File: src/common/uart_flow_pkg.sv
package uart_flow_pkg;
  // Register bus geometry.
  localparam int ADDR_W = 8;
  localparam int DATA_W = 32;
  // Register byte addresses.
  localparam logic [ADDR_W-1:0] ADDR_CTRL = 8'h00;
  localparam logic [ADDR_W-1:0] ADDR_WMARK = 8'h04;
  localparam logic [ADDR_W-1:0] ADDR_XFCR = 8'h08;
  localparam logic [ADDR_W-1:0] ADDR_CHARS = 8'h0c;
  localparam logic [ADDR_W-1:0] ADDR_STAT = 8'h10;
  // Bit positions in the serial control register.
  localparam int CTRL_RTS_BIT = 0;
  localparam int CTRL_CTS_BIT = 1;
  localparam int CTRL_PORT_BIT = 2;
  // Bit positions in the extended flow control register.
  localparam int XFCR_EN_BIT = 0;
  localparam int XFCR_MODE_LSB = 1;
  // Byte lanes of the character register.
  localparam int CH_RESUME1_LSB = 0;
  localparam int CH_STOP1_LSB = 8;
  localparam int CH_RESUME2_LSB = 16;
  localparam int CH_STOP2_LSB = 24;
  // Reset values.
  localparam logic [2:0] CTRL_RESET = 3'h0;
  localparam logic [2:0] XFCR_RESET = 3'h0;
  localparam logic [31:0] CHARS_RESET = 32'h13111311;
  // Bus responses.
  localparam logic [1:0] RESP_OKAY = 2'h0;
  localparam logic [1:0] RESP_SLVERR = 2'h2;
  // Software receive flow mode encodings.
  typedef enum logic [1:0] {
    MODE_OFF = 2'h0,
    MODE_FIRST = 2'h1,
    MODE_SECOND = 2'h2,
    MODE_BOTH = 2'h3
  } soft_mode_t;
  // Transmit gate states.
  typedef enum logic {TX_IDLE, TX_BUSY} tx_state_t;
endpackage

File: src/design/uart_flow_control.sv
// The register addresses and register access over AXI4-Lite are this design's own decisions.
`timescale 1ns/1ps
// Function
// - Separate enables for request and clear to send.
// - Request asserted while receive level below watermark.
// - Request reasserted once reads drop below watermark.
// - Without request flow, receive until full.
// - Check clear to send before each character.
// - Send back to back; nothing when empty.
// - Finish current character when clear drops.
// - Without clear flow, ignore pin entirely; the status register still reports it.
// - Software enable bit gates all software flow.
// - Compare every received character with stop values.
// - Mode selects single or two sequential stops.
// - Mode 01 first pair, 10 second pair.
module uart_flow_control
  import uart_flow_pkg::*;
#(
  parameter int LEVEL_W = 5
)(
  input wire logic aclk,
  input wire logic aresetn,
  input wire logic [ADDR_W-1:0] s_axi_awaddr,
  input wire logic s_axi_awvalid,
  output logic s_axi_awready,
  input wire logic [DATA_W-1:0] s_axi_wdata,
  input wire logic [3:0] s_axi_wstrb,
  input wire logic s_axi_wvalid,
  output logic s_axi_wready,
  output logic [1:0] s_axi_bresp,
  output logic s_axi_bvalid,
  input wire logic s_axi_bready,
  input wire logic [ADDR_W-1:0] s_axi_araddr,
  input wire logic s_axi_arvalid,
  output logic s_axi_arready,
  output logic [DATA_W-1:0] s_axi_rdata,
  output logic [1:0] s_axi_rresp,
  output logic s_axi_rvalid,
  input wire logic s_axi_rready,
  input wire logic [LEVEL_W-1:0] rx_fifo_level,
  input wire logic tx_fifo_empty,
  input wire logic tx_char_done,
  output logic tx_start,
  input wire logic rx_char_valid,
  input wire logic [7:0] rx_char_data,
  output logic rx_char_ready,
  output logic rx_out_valid,
  output logic [7:0] rx_out_data,
  input wire logic rx_out_ready,
  input wire logic clear_to_send_in_n,
  output logic req_to_send_out_n
);

  // The level compare needs at least one bit, and the watermark must fit one bus word.
  if (LEVEL_W < 1 || LEVEL_W > DATA_W) $error("LEVEL_W must be 1 to DATA_W bits wide.");

  // Registers and bus state.
  logic [2:0] serial_control_register, next_ctrl;
  logic [LEVEL_W-1:0] watermark, next_watermark;
  logic [2:0] extended_flow_control_register, next_xfcr;
  logic [31:0] flow_chars, next_chars;
  logic aw_held, next_aw_held; // Write address taken, waiting for data.
  logic w_held, next_w_held; // Write data taken, waiting for address.
  logic [ADDR_W-1:0] wr_addr, next_wr_addr;
  logic [31:0] wr_data, next_wr_data;
  logic [3:0] wr_strb, next_wr_strb;
  logic next_awready, next_wready, next_bvalid, next_arready, next_rvalid;
  logic [1:0] next_bresp, next_rresp;
  logic [31:0] next_rdata;
  logic [31:0] lane_mask; // Byte enables widened to bits.
  // Flow state.
  logic cts_meta, cts_sync; // Two-stage synchroniser for the pin.
  tx_state_t tx_state, next_tx_state;
  logic next_tx_start, next_rts_n;
  logic paused, next_paused; // Transmitter held by a stop character.
  logic seen_stop1, next_seen_stop1; // Last character was the first stop.
  logic seen_resume1, next_seen_resume1; // Last character was the first resume.
  logic [7:0] head, next_head, tail, next_tail; // Two-entry buffer.
  logic [1:0] count, next_count;
  logic next_in_ready, next_out_valid;

  // Convenience decodes of the control fields.
  logic rts_en, cts_en, port_en, soft_en;
  soft_mode_t mode;
  logic [7:0] resume1, stop1, resume2, stop2;
  assign rts_en = serial_control_register[CTRL_RTS_BIT];
  assign cts_en = serial_control_register[CTRL_CTS_BIT];
  assign port_en = serial_control_register[CTRL_PORT_BIT];
  assign soft_en = extended_flow_control_register[XFCR_EN_BIT];
  assign mode = soft_mode_t'(extended_flow_control_register[XFCR_MODE_LSB +: 2]);
  assign resume1 = flow_chars[CH_RESUME1_LSB +: 8];
  assign stop1 = flow_chars[CH_STOP1_LSB +: 8];
  assign resume2 = flow_chars[CH_RESUME2_LSB +: 8];
  assign stop2 = flow_chars[CH_STOP2_LSB +: 8];
  assign lane_mask = {{8{wr_strb[3]}}, {8{wr_strb[2]}}, {8{wr_strb[1]}}, {8{wr_strb[0]}}};

  // Register bus: address and data are taken in either order, the write
  // happens one cycle after both are held, and one read is served at a time.
  always_comb
  begin
    next_ctrl = serial_control_register;
    next_watermark = watermark;
    next_xfcr = extended_flow_control_register;
    next_chars = flow_chars;
    next_aw_held = aw_held;
    next_w_held = w_held;
    next_wr_addr = wr_addr;
    next_wr_data = wr_data;
    next_wr_strb = wr_strb;
    next_bvalid = s_axi_bvalid;
    next_bresp = s_axi_bresp;
    next_rvalid = s_axi_rvalid;
    next_rresp = s_axi_rresp;
    next_rdata = s_axi_rdata;
    if (s_axi_awvalid && s_axi_awready)
    begin
      next_aw_held = 1'b1;
      next_wr_addr = s_axi_awaddr;
    end
    if (s_axi_wvalid && s_axi_wready)
    begin
      next_w_held = 1'b1;
      next_wr_data = s_axi_wdata;
      next_wr_strb = s_axi_wstrb;
    end
    if (s_axi_bvalid && s_axi_bready)
    begin
      next_bvalid = 1'b0;
    end
    // Both halves held: commit the write and answer.
    if (aw_held && w_held)
    begin
      next_aw_held = 1'b0;
      next_w_held = 1'b0;
      next_bvalid = 1'b1;
      next_bresp = RESP_OKAY;
      unique case (wr_addr)
        ADDR_CTRL: next_ctrl = (serial_control_register & ~lane_mask[2:0])
          | (wr_data[2:0] & lane_mask[2:0]);
        ADDR_WMARK: next_watermark = (watermark & ~lane_mask[LEVEL_W-1:0])
          | (wr_data[LEVEL_W-1:0] & lane_mask[LEVEL_W-1:0]);
        ADDR_XFCR: next_xfcr = (extended_flow_control_register & ~lane_mask[2:0])
          | (wr_data[2:0] & lane_mask[2:0]);
        ADDR_CHARS: next_chars = (flow_chars & ~lane_mask) | (wr_data & lane_mask);
        ADDR_STAT: next_bresp = RESP_OKAY; // Status is read-only; writes are dropped.
        default: next_bresp = RESP_SLVERR;
      endcase
    end
    if (s_axi_rvalid && s_axi_rready)
    begin
      next_rvalid = 1'b0;
    end
    // Read data is captured when the address is taken.
    if (s_axi_arvalid && s_axi_arready)
    begin
      next_rvalid = 1'b1;
      next_rresp = RESP_OKAY;
      next_rdata = 32'h0;
      unique case (s_axi_araddr)
        ADDR_CTRL: next_rdata[2:0] = serial_control_register;
        ADDR_WMARK: next_rdata[LEVEL_W-1:0] = watermark;
        ADDR_XFCR: next_rdata[2:0] = extended_flow_control_register;
        ADDR_CHARS: next_rdata = flow_chars;
        ADDR_STAT: next_rdata[3:0] = {req_to_send_out_n, ~cts_sync, paused,
          tx_state == TX_BUSY};
        default: next_rresp = RESP_SLVERR;
      endcase
    end
    // Readies are flops, so they look one cycle ahead.
    next_awready = !next_aw_held && !next_bvalid && !(aw_held && w_held);
    next_wready = !next_w_held && !next_bvalid && !(aw_held && w_held);
    next_arready = !next_rvalid;
  end

  // Register the bus and register-file state.
  always_ff @(posedge aclk)
  begin
    if (!aresetn)
    begin
      serial_control_register <= CTRL_RESET;
      watermark <= '1;
      extended_flow_control_register <= XFCR_RESET;
      flow_chars <= CHARS_RESET;
      aw_held <= 1'b0;
      w_held <= 1'b0;
      wr_addr <= '0;
      wr_data <= 32'h0;
      wr_strb <= 4'h0;
      s_axi_awready <= 1'b0;
      s_axi_wready <= 1'b0;
      s_axi_bvalid <= 1'b0;
      s_axi_bresp <= RESP_OKAY;
      s_axi_arready <= 1'b0;
      s_axi_rvalid <= 1'b0;
      s_axi_rresp <= RESP_OKAY;
      s_axi_rdata <= 32'h0;
    end
    else
    begin
      serial_control_register <= next_ctrl;
      watermark <= next_watermark;
      extended_flow_control_register <= next_xfcr;
      flow_chars <= next_chars;
      aw_held <= next_aw_held;
      w_held <= next_w_held;
      wr_addr <= next_wr_addr;
      wr_data <= next_wr_data;
      wr_strb <= next_wr_strb;
      s_axi_awready <= next_awready;
      s_axi_wready <= next_wready;
      s_axi_bvalid <= next_bvalid;
      s_axi_bresp <= next_bresp;
      s_axi_arready <= next_arready;
      s_axi_rvalid <= next_rvalid;
      s_axi_rresp <= next_rresp;
      s_axi_rdata <= next_rdata;
    end
  end

  // Flow logic: request line, transmit gate, stop matching and the buffer.
  logic push, pop, start_ok, soft_on;
  always_comb
  begin
    push = rx_char_valid && rx_char_ready;
    pop = rx_out_valid && rx_out_ready;
    soft_on = soft_en && (mode != MODE_OFF);
    // Request stays low (asserted) while the level is under the mark. When
    // request flow is off it stays asserted and the receiver fills freely.
    next_rts_n = rts_en && (rx_fifo_level >= watermark);
    // The pin is sampled only between characters, never mid-character.
    start_ok = port_en && !tx_fifo_empty && !paused
      && (!cts_en || !cts_sync);
    next_tx_state = tx_state;
    next_tx_start = 1'b0;
    unique case (tx_state)
      TX_IDLE:
        if (start_ok)
        begin
          next_tx_start = 1'b1;
          next_tx_state = TX_BUSY;
        end
      TX_BUSY:
        if (tx_char_done)
        begin
          next_tx_state = TX_IDLE;
        end
    endcase
    // Stop and resume matching on every accepted character.
    next_paused = paused;
    next_seen_stop1 = seen_stop1;
    next_seen_resume1 = seen_resume1;
    if (!soft_on)
    begin
      next_paused = 1'b0;
      next_seen_stop1 = 1'b0;
      next_seen_resume1 = 1'b0;
    end
    else if (push)
    begin
      next_seen_stop1 = rx_char_data == stop1;
      next_seen_resume1 = rx_char_data == resume1;
      unique case (mode)
        MODE_FIRST:
        begin
          if (rx_char_data == stop1) next_paused = 1'b1;
          else if (rx_char_data == resume1) next_paused = 1'b0;
        end
        MODE_SECOND:
        begin
          if (rx_char_data == stop2) next_paused = 1'b1;
          else if (rx_char_data == resume2) next_paused = 1'b0;
        end
        MODE_BOTH:
        begin
          if (seen_stop1 && rx_char_data == stop2) next_paused = 1'b1;
          else if (seen_resume1 && rx_char_data == resume2) next_paused = 1'b0;
        end
        MODE_OFF: next_paused = 1'b0;
      endcase
    end
    // Two-entry buffer with the head always in one flop.
    next_head = head;
    next_tail = tail;
    next_count = count;
    unique case ({push, pop})
      2'b10:
      begin
        if (count == 2'h0) next_head = rx_char_data;
        else next_tail = rx_char_data;
        next_count = count + 2'h1;
      end
      2'b01:
      begin
        next_head = tail;
        next_count = count - 2'h1;
      end
      2'b11:
      begin
        if (count == 2'h1) next_head = rx_char_data;
        else
        begin
          next_head = tail;
          next_tail = rx_char_data;
        end
      end
      2'b00: next_count = count;
    endcase
    next_in_ready = next_count != 2'h2;
    next_out_valid = next_count != 2'h0;
  end

  // Register the flow state; the pin passes two flops first.
  always_ff @(posedge aclk)
  begin
    if (!aresetn)
    begin
      cts_meta <= 1'b1;
      cts_sync <= 1'b1;
      req_to_send_out_n <= 1'b0;
      tx_state <= TX_IDLE;
      tx_start <= 1'b0;
      paused <= 1'b0;
      seen_stop1 <= 1'b0;
      seen_resume1 <= 1'b0;
      head <= 8'h0;
      tail <= 8'h0;
      count <= 2'h0;
      rx_char_ready <= 1'b0;
      rx_out_valid <= 1'b0;
      rx_out_data <= 8'h0;
    end
    else
    begin
      cts_meta <= clear_to_send_in_n;
      cts_sync <= cts_meta;
      req_to_send_out_n <= next_rts_n;
      tx_state <= next_tx_state;
      tx_start <= next_tx_start;
      paused <= next_paused;
      seen_stop1 <= next_seen_stop1;
      seen_resume1 <= next_seen_resume1;
      head <= next_head;
      tail <= next_tail;
      count <= next_count;
      rx_char_ready <= next_in_ready;
      rx_out_valid <= next_out_valid;
      rx_out_data <= next_head;
    end
  end
endmodule

File: config.mk
export PLATFORM = sky130hd
export DESIGN_NAME = uart_flow_control
export DESIGN_NICKNAME = d
export VERILOG_FILES = /design/src/common/uart_flow_pkg.sv /design/src/design/uart_flow_control.sv
export SDC_FILE = /design/constraint.sdc
export NUM_CORES = 1
export LEC_CHECK = 0
export BUFFER_PORTS_ARGS = -buffer_cell sky130_fd_sc_hd__buf_2
export CAP_MARGIN = 20
export CORE_ASPECT_RATIO = 1.5
export CORE_MARGIN = 2
export CORE_UTILIZATION = 59
export CTS_CLUSTER_DIAMETER = 100
export CTS_CLUSTER_SIZE = 28
export DETAILED_ROUTE_END_ITERATION = 10
export GPL_TIMING_DRIVEN = 0
export PLACE_DENSITY = 0.94
export SYNTH_ARGS = -nofsm -noshare
export SYNTH_HDL_FRONTEND = slang
export SYNTH_SLANG_ARGS = --single-unit
File: constraint.sdc
create_clock -name aclk -period 5.85 [get_ports aclk]
set_input_delay 1.17 -clock aclk [delete_from_list [all_inputs] [get_ports aclk]]
set_output_delay 1.17 -clock aclk [all_outputs]
set_load 0.05 [all_outputs]
# After elaboration in Yosys (flattened, before gate mapping)
# Index checks and enable logic that the tools add are counted.
[op_classes]
addsub = 2
order_cmp = 1
n_eq_ne = 26
muxes = 31
n_bitwise = 17
n_reduce_logical = 48
[op_table]
columns = ["operator", "n"]
rows = [
  ["32-bit AND", 2],
  ["8-bit by 4-bit == test with 1-bit output, second input constant", 4],
  ["8-bit == test", 4],
  ["8-bit 2-to-1 mux", 4],
  ["32-bit inverter", 1],
  ["32-bit OR", 1],
  ["27-bit 2-to-1 mux", 1],
  ["8-bit case mux with 3 select lines", 1],
  ["1-bit logical AND", 19],
  ["8-bit by 3-bit == test with 1-bit output, second input constant", 2],
  ["8-bit by 5-bit == test with 1-bit output, second input constant", 2],
  ["8-bit zero test", 2],
  ["1-bit 2-to-1 mux", 16],
  ["8-bit case mux with 2 select lines", 1],
  ["3-bit case mux with 5 select lines", 1],
  ["2-bit AND reduction", 6],
  ["5-bit AND", 2],
  ["5-bit OR reduction", 2],
  ["3-bit AND", 3],
  ["1-bit zero test", 9],
  ["3-bit inequality test, second input constant", 3],
  ["2-bit == test, second input constant", 4],
  ["2-bit inequality test, second input constant", 4],
  ["2-bit by 1-bit == test with 1-bit output, second input constant", 3],
  ["20 further kinds", 28],
]
[totals]
reg_bits = 158
input_bits = 77
out_inout_bits = 53
wordCells = 155

# Longest topological paths before layout
[depth]
word_depth = 6
mapped_depth = 8
ltp_nobuf = 8

# Least setup slack after synthesis
# Ideal clock, no wire load.
[synth_path]
kind = "input-to-reg"
from = "input rx_char_valid"
to = "register tail[0]"
arrival_ns = 2.709
required_time_ns = 5.733
path_slack_ns = 3.025
cell_stages = 8
cell_sequence = "nand2_1 -> inv_1 -> ha_1 -> nand2_1 -> o21ai_0 -> a21oi_1 -> mux2i_1 -> nor2b_1"
[synth_between]
elab_chain_cells = 4
elab_cells_between_ends = 8
[synth_lines]
columns = ["item", "line", "rtl"]
rows = [
  ["start: declaration", "uart_flow_control.sv:44", "input wire logic rx_char_valid,"],
  ["1-bit logical AND (*)", "uart_flow_control.sv:224", "push = rx_char_valid && rx_char_ready;"],
  ["named net push", "uart_flow_control.sv:221", "logic push, pop, start_ok, soft_on;"],
  ["2-bit == test", "uart_flow_control.sv:285", "unique case ({push, pop})"],
  ["2-bit inequality test (no line) / 2-bit nonzero test (equally long branches)", "n/a", ""],
  ["3-bit AND reduction (no line)", "n/a", ""],
  ["end signal: assignment", "uart_flow_control.sv:343", "tail <= next_tail;"],
  ["end: declaration", "uart_flow_control.sv:78", "logic [7:0] head, next_head, tail, next_tail;"],
]
# The timed path passes the listed nets; every way through them passes the cells marked *.
# A chain may end at the register's enable or synchronous reset.

# Final worst setup path
# Same ends and word-level chain as after synthesis.

==> impl_results.md <==
* Final WL at 18,300 um
* Place WS at 2470 ps
* Crit end category: register
* Via Count at 5,946
* Final GP Congestion at 0.951
* DIE WIDTH at 91.0 um
* Worst Skew at 7.59 ps
* Worst-Margin Slew at 1050 ps
* Area growth syn-to-layout at 19.9%
* Arrival time worst endpoint at 3290 ps
* Cell variety after synth at 47
* Yosys top cell by area: dfxtp_1
* Min cycle time layout at 2970 ps
* Starting Density at 60.6%
* Avg Inst Size Synth at 8.91 sq um
* IO Count at 130
* Core Area at 11,100 sq um
* Worst-skew pair later-pin latency at 430 ps
* # H-tree levels at 4
* Die Height at 135 um
* Setup TNS at 0 ps
* CTS tree: done
* Number of flops mapped to enable cells by yosys at 0
* CP dominant cell by count: nand2_1
* RSZ-0062 raised after global routing: false
* Antenna violations before repair at 0
* CTS Sinks at 156
* Cell family with most CP delay: compound AO/OA/AOI/OAI gates
* Asr flop ratio synth at 0%
* Design area at 8040 sq um
* Area of the mapped netlist at 6700 sq um
* Nets at 975
* Hold-fix buffers, CTS at 0
* Port Buf Inserts at 116
* Crit-path cells: buf_2 > nand2_1 > inv_1 > ha_1 > nand2_1 > o21ai_0 > a21oi_1 > mux2i_1 > nor2b_1
* CP peak stage delay at 810 ps
* Max Freq at 337 MHz
* Power Density at 299 nW/um^2
* Dominant cells by area after synthesis: dfxtp_1, nand2_1, a21boi_0
* CP Data Required Time at 6170 ps
* DR pass1 iterations at 7
* Final WS setup at 2880 ps
* Ys Warns at 0
* Part of the cycle the worst path needs at 50.8%
* Register area share after synthesis at 46.6%
* HPWL Detailed at 12,700 um
* Crit-path max FO at 8
* First-pass GRT wire length at 29,200 um
* Worst VDD drop at 223 uV
* Share of cells above drive strength 1 at 20.0%
* Max cap viols at 0
* Leak at 3.32 nW
* Clk buf depth at 2
* Number of max-slew violations in the final report at 0
* Root buf cell: clkbuf_16
* WL/cell at 17.4 um
* CP max-delay cell: a21oi_1
* Iter 0 DRT Violations at 394
* Post-route ant nets at 0
* Global Route Usage Sum at 30.3%
* CP startpoint kind: input port
* Ys flop type: dfxtp_1
* Total grt overflow at 0
* Final cell count without fillers at 1,048
* Fin. Hold Viols at 0
* Dpl cells at 1,016
* PostCTS Resize Cnt at 0
* Largest net degree at the start of global routing at 17
* Vias per std cell at 5.67
* Buf/Inv on CP at 2
* Post-synthesis cell count at 752
* Post-synth top area share at 46.6%
* Status: complete, no violations
* Post-route DRC at 0
* CP Class: input port to register
* Total CTS buffers at 17
* Die footprint at 12,200 sq um
* Dpl cell area at 7470 sq um
* Path type of the worst min-delay path: register to register
* Antenna diodes at 0
* Clock-pin slew on the worst setup and hold paths at 70 ps
* Register bit total from synthesis at 156
* Slew HR at 29.9%
* Final setup vio count at 0
* Site Rows at 47
* Vias in the first global route at 6,032
* Setup bufs post-CTS at 0
## cell families (layout without fill, tap and decap cells)
family	count (synthesis)	in the layout	share of synthesized area, %
adder cells (fa/ha/maj)	10	10	1.87
other	1	2	0.0560
multiplexers	27	27	4.22
AND/OR/NAND/NOR	311	311	21.6
XOR/XNOR	32	32	4.18
AO/OA/AOI/OAI	152	152	17.1
flip-flops	156	156	46.6
buffers and inverters	63	211	4.31
## cells in the mapped netlist (all sizes together), types with 2 or more instances
cell type	instances
xnor2	22
a22oi	35
and3	4
nand4b	2
nand3	16
nor2b	45
ha	10
a31oi	3
a221oi	2
o211a	8
a21boi	72
clkbuf	40
o21ai	14
mux2i	26
or4	2
xor2	10
nand2	193
and2	10
nor4	4
inv	12
a21o	4
nand4	7
nor3	4
dfxtp	156
buf	11
nor2	14
a21oi	11
nand2b	5
## stage by stage
| stage | total power, mW | hold slack (ps) | util (%) |
|---|---|---|---|
| after floorplan | 1.29 | 386 | - |
| after global routing | 2.47 | 429 | 72.7 |
| after CTS | 2.40 | 413 | 72.7 |
| after global placement | 1.35 | 393 | 67.6 |
| after detailed placement | 1.36 | 396 | 67.6 |
| final | 2.40 | 411 | 72.7 |
## path summary, 6_finish.rpt
kind	cells after the start	slack, ps	from	to
max	9	2880	rx_char_valid	tail[0]
min	1	410	cts_meta	cts_sync
max reg2reg	8	3420	rx_char_ready	tail[0]
min reg2reg	1	410	cts_meta	cts_sync
## report_power, final
group | internal [mW] | switching (mW) | leakage, nW
logic | 0.0818 | 0.145 | 1.78
registers | 1.09 | 0.0202 | 1.27
clock network | 0.592 | 0.470 | 0.273
total | 1.77 | 0.635 | 3.32
## cell usage in the layout, fill, tap and decap left out, types with 5 or more instances in the layout
master,count
xnor2_1,22
a21boi_0,50
nand2_1,193
nand2b_1,5
buf_4,6
nor2b_1,45
nand4_1,7
buf_2,116
o21ai_0,13
ha_1,10
clkbuf_1,40
a21boi_2,13
dfxtp_1,156
and2_1,8
nand3_1,16
nor2_1,13
clkbuf_16,17
xor2_1,10
inv_1,12
mux2i_1,26
a22oi_1,35
a21boi_1,9
o211a_1,8
a21oi_1,11
## layer usage
metal / part of all wire [%] / routed length, um / vias up / GRT usage, %
met2: 52 / 9540 / 259 / 54.8
met1: 38 / 6950 / 2819 / 32.5
met5: 0 / 0 / - / 0
met3: 5.7 / 1050 / 62 / 6.98
li1: - / - / 2806 / -
met4: 4.1 / 742 / 0 / 16.1
## layout make-up
type,instances,area (sq um)
multi-input cells,534,3290
flip-flops and latches,156,3120
fillers,778,3020
repair buffers,116,581
clock buffers,17,425
plain buffers,51,244
well taps,147,184
clock inverters,15,143
inverters,12,45.0
Power figures use the tool's default switching activity.
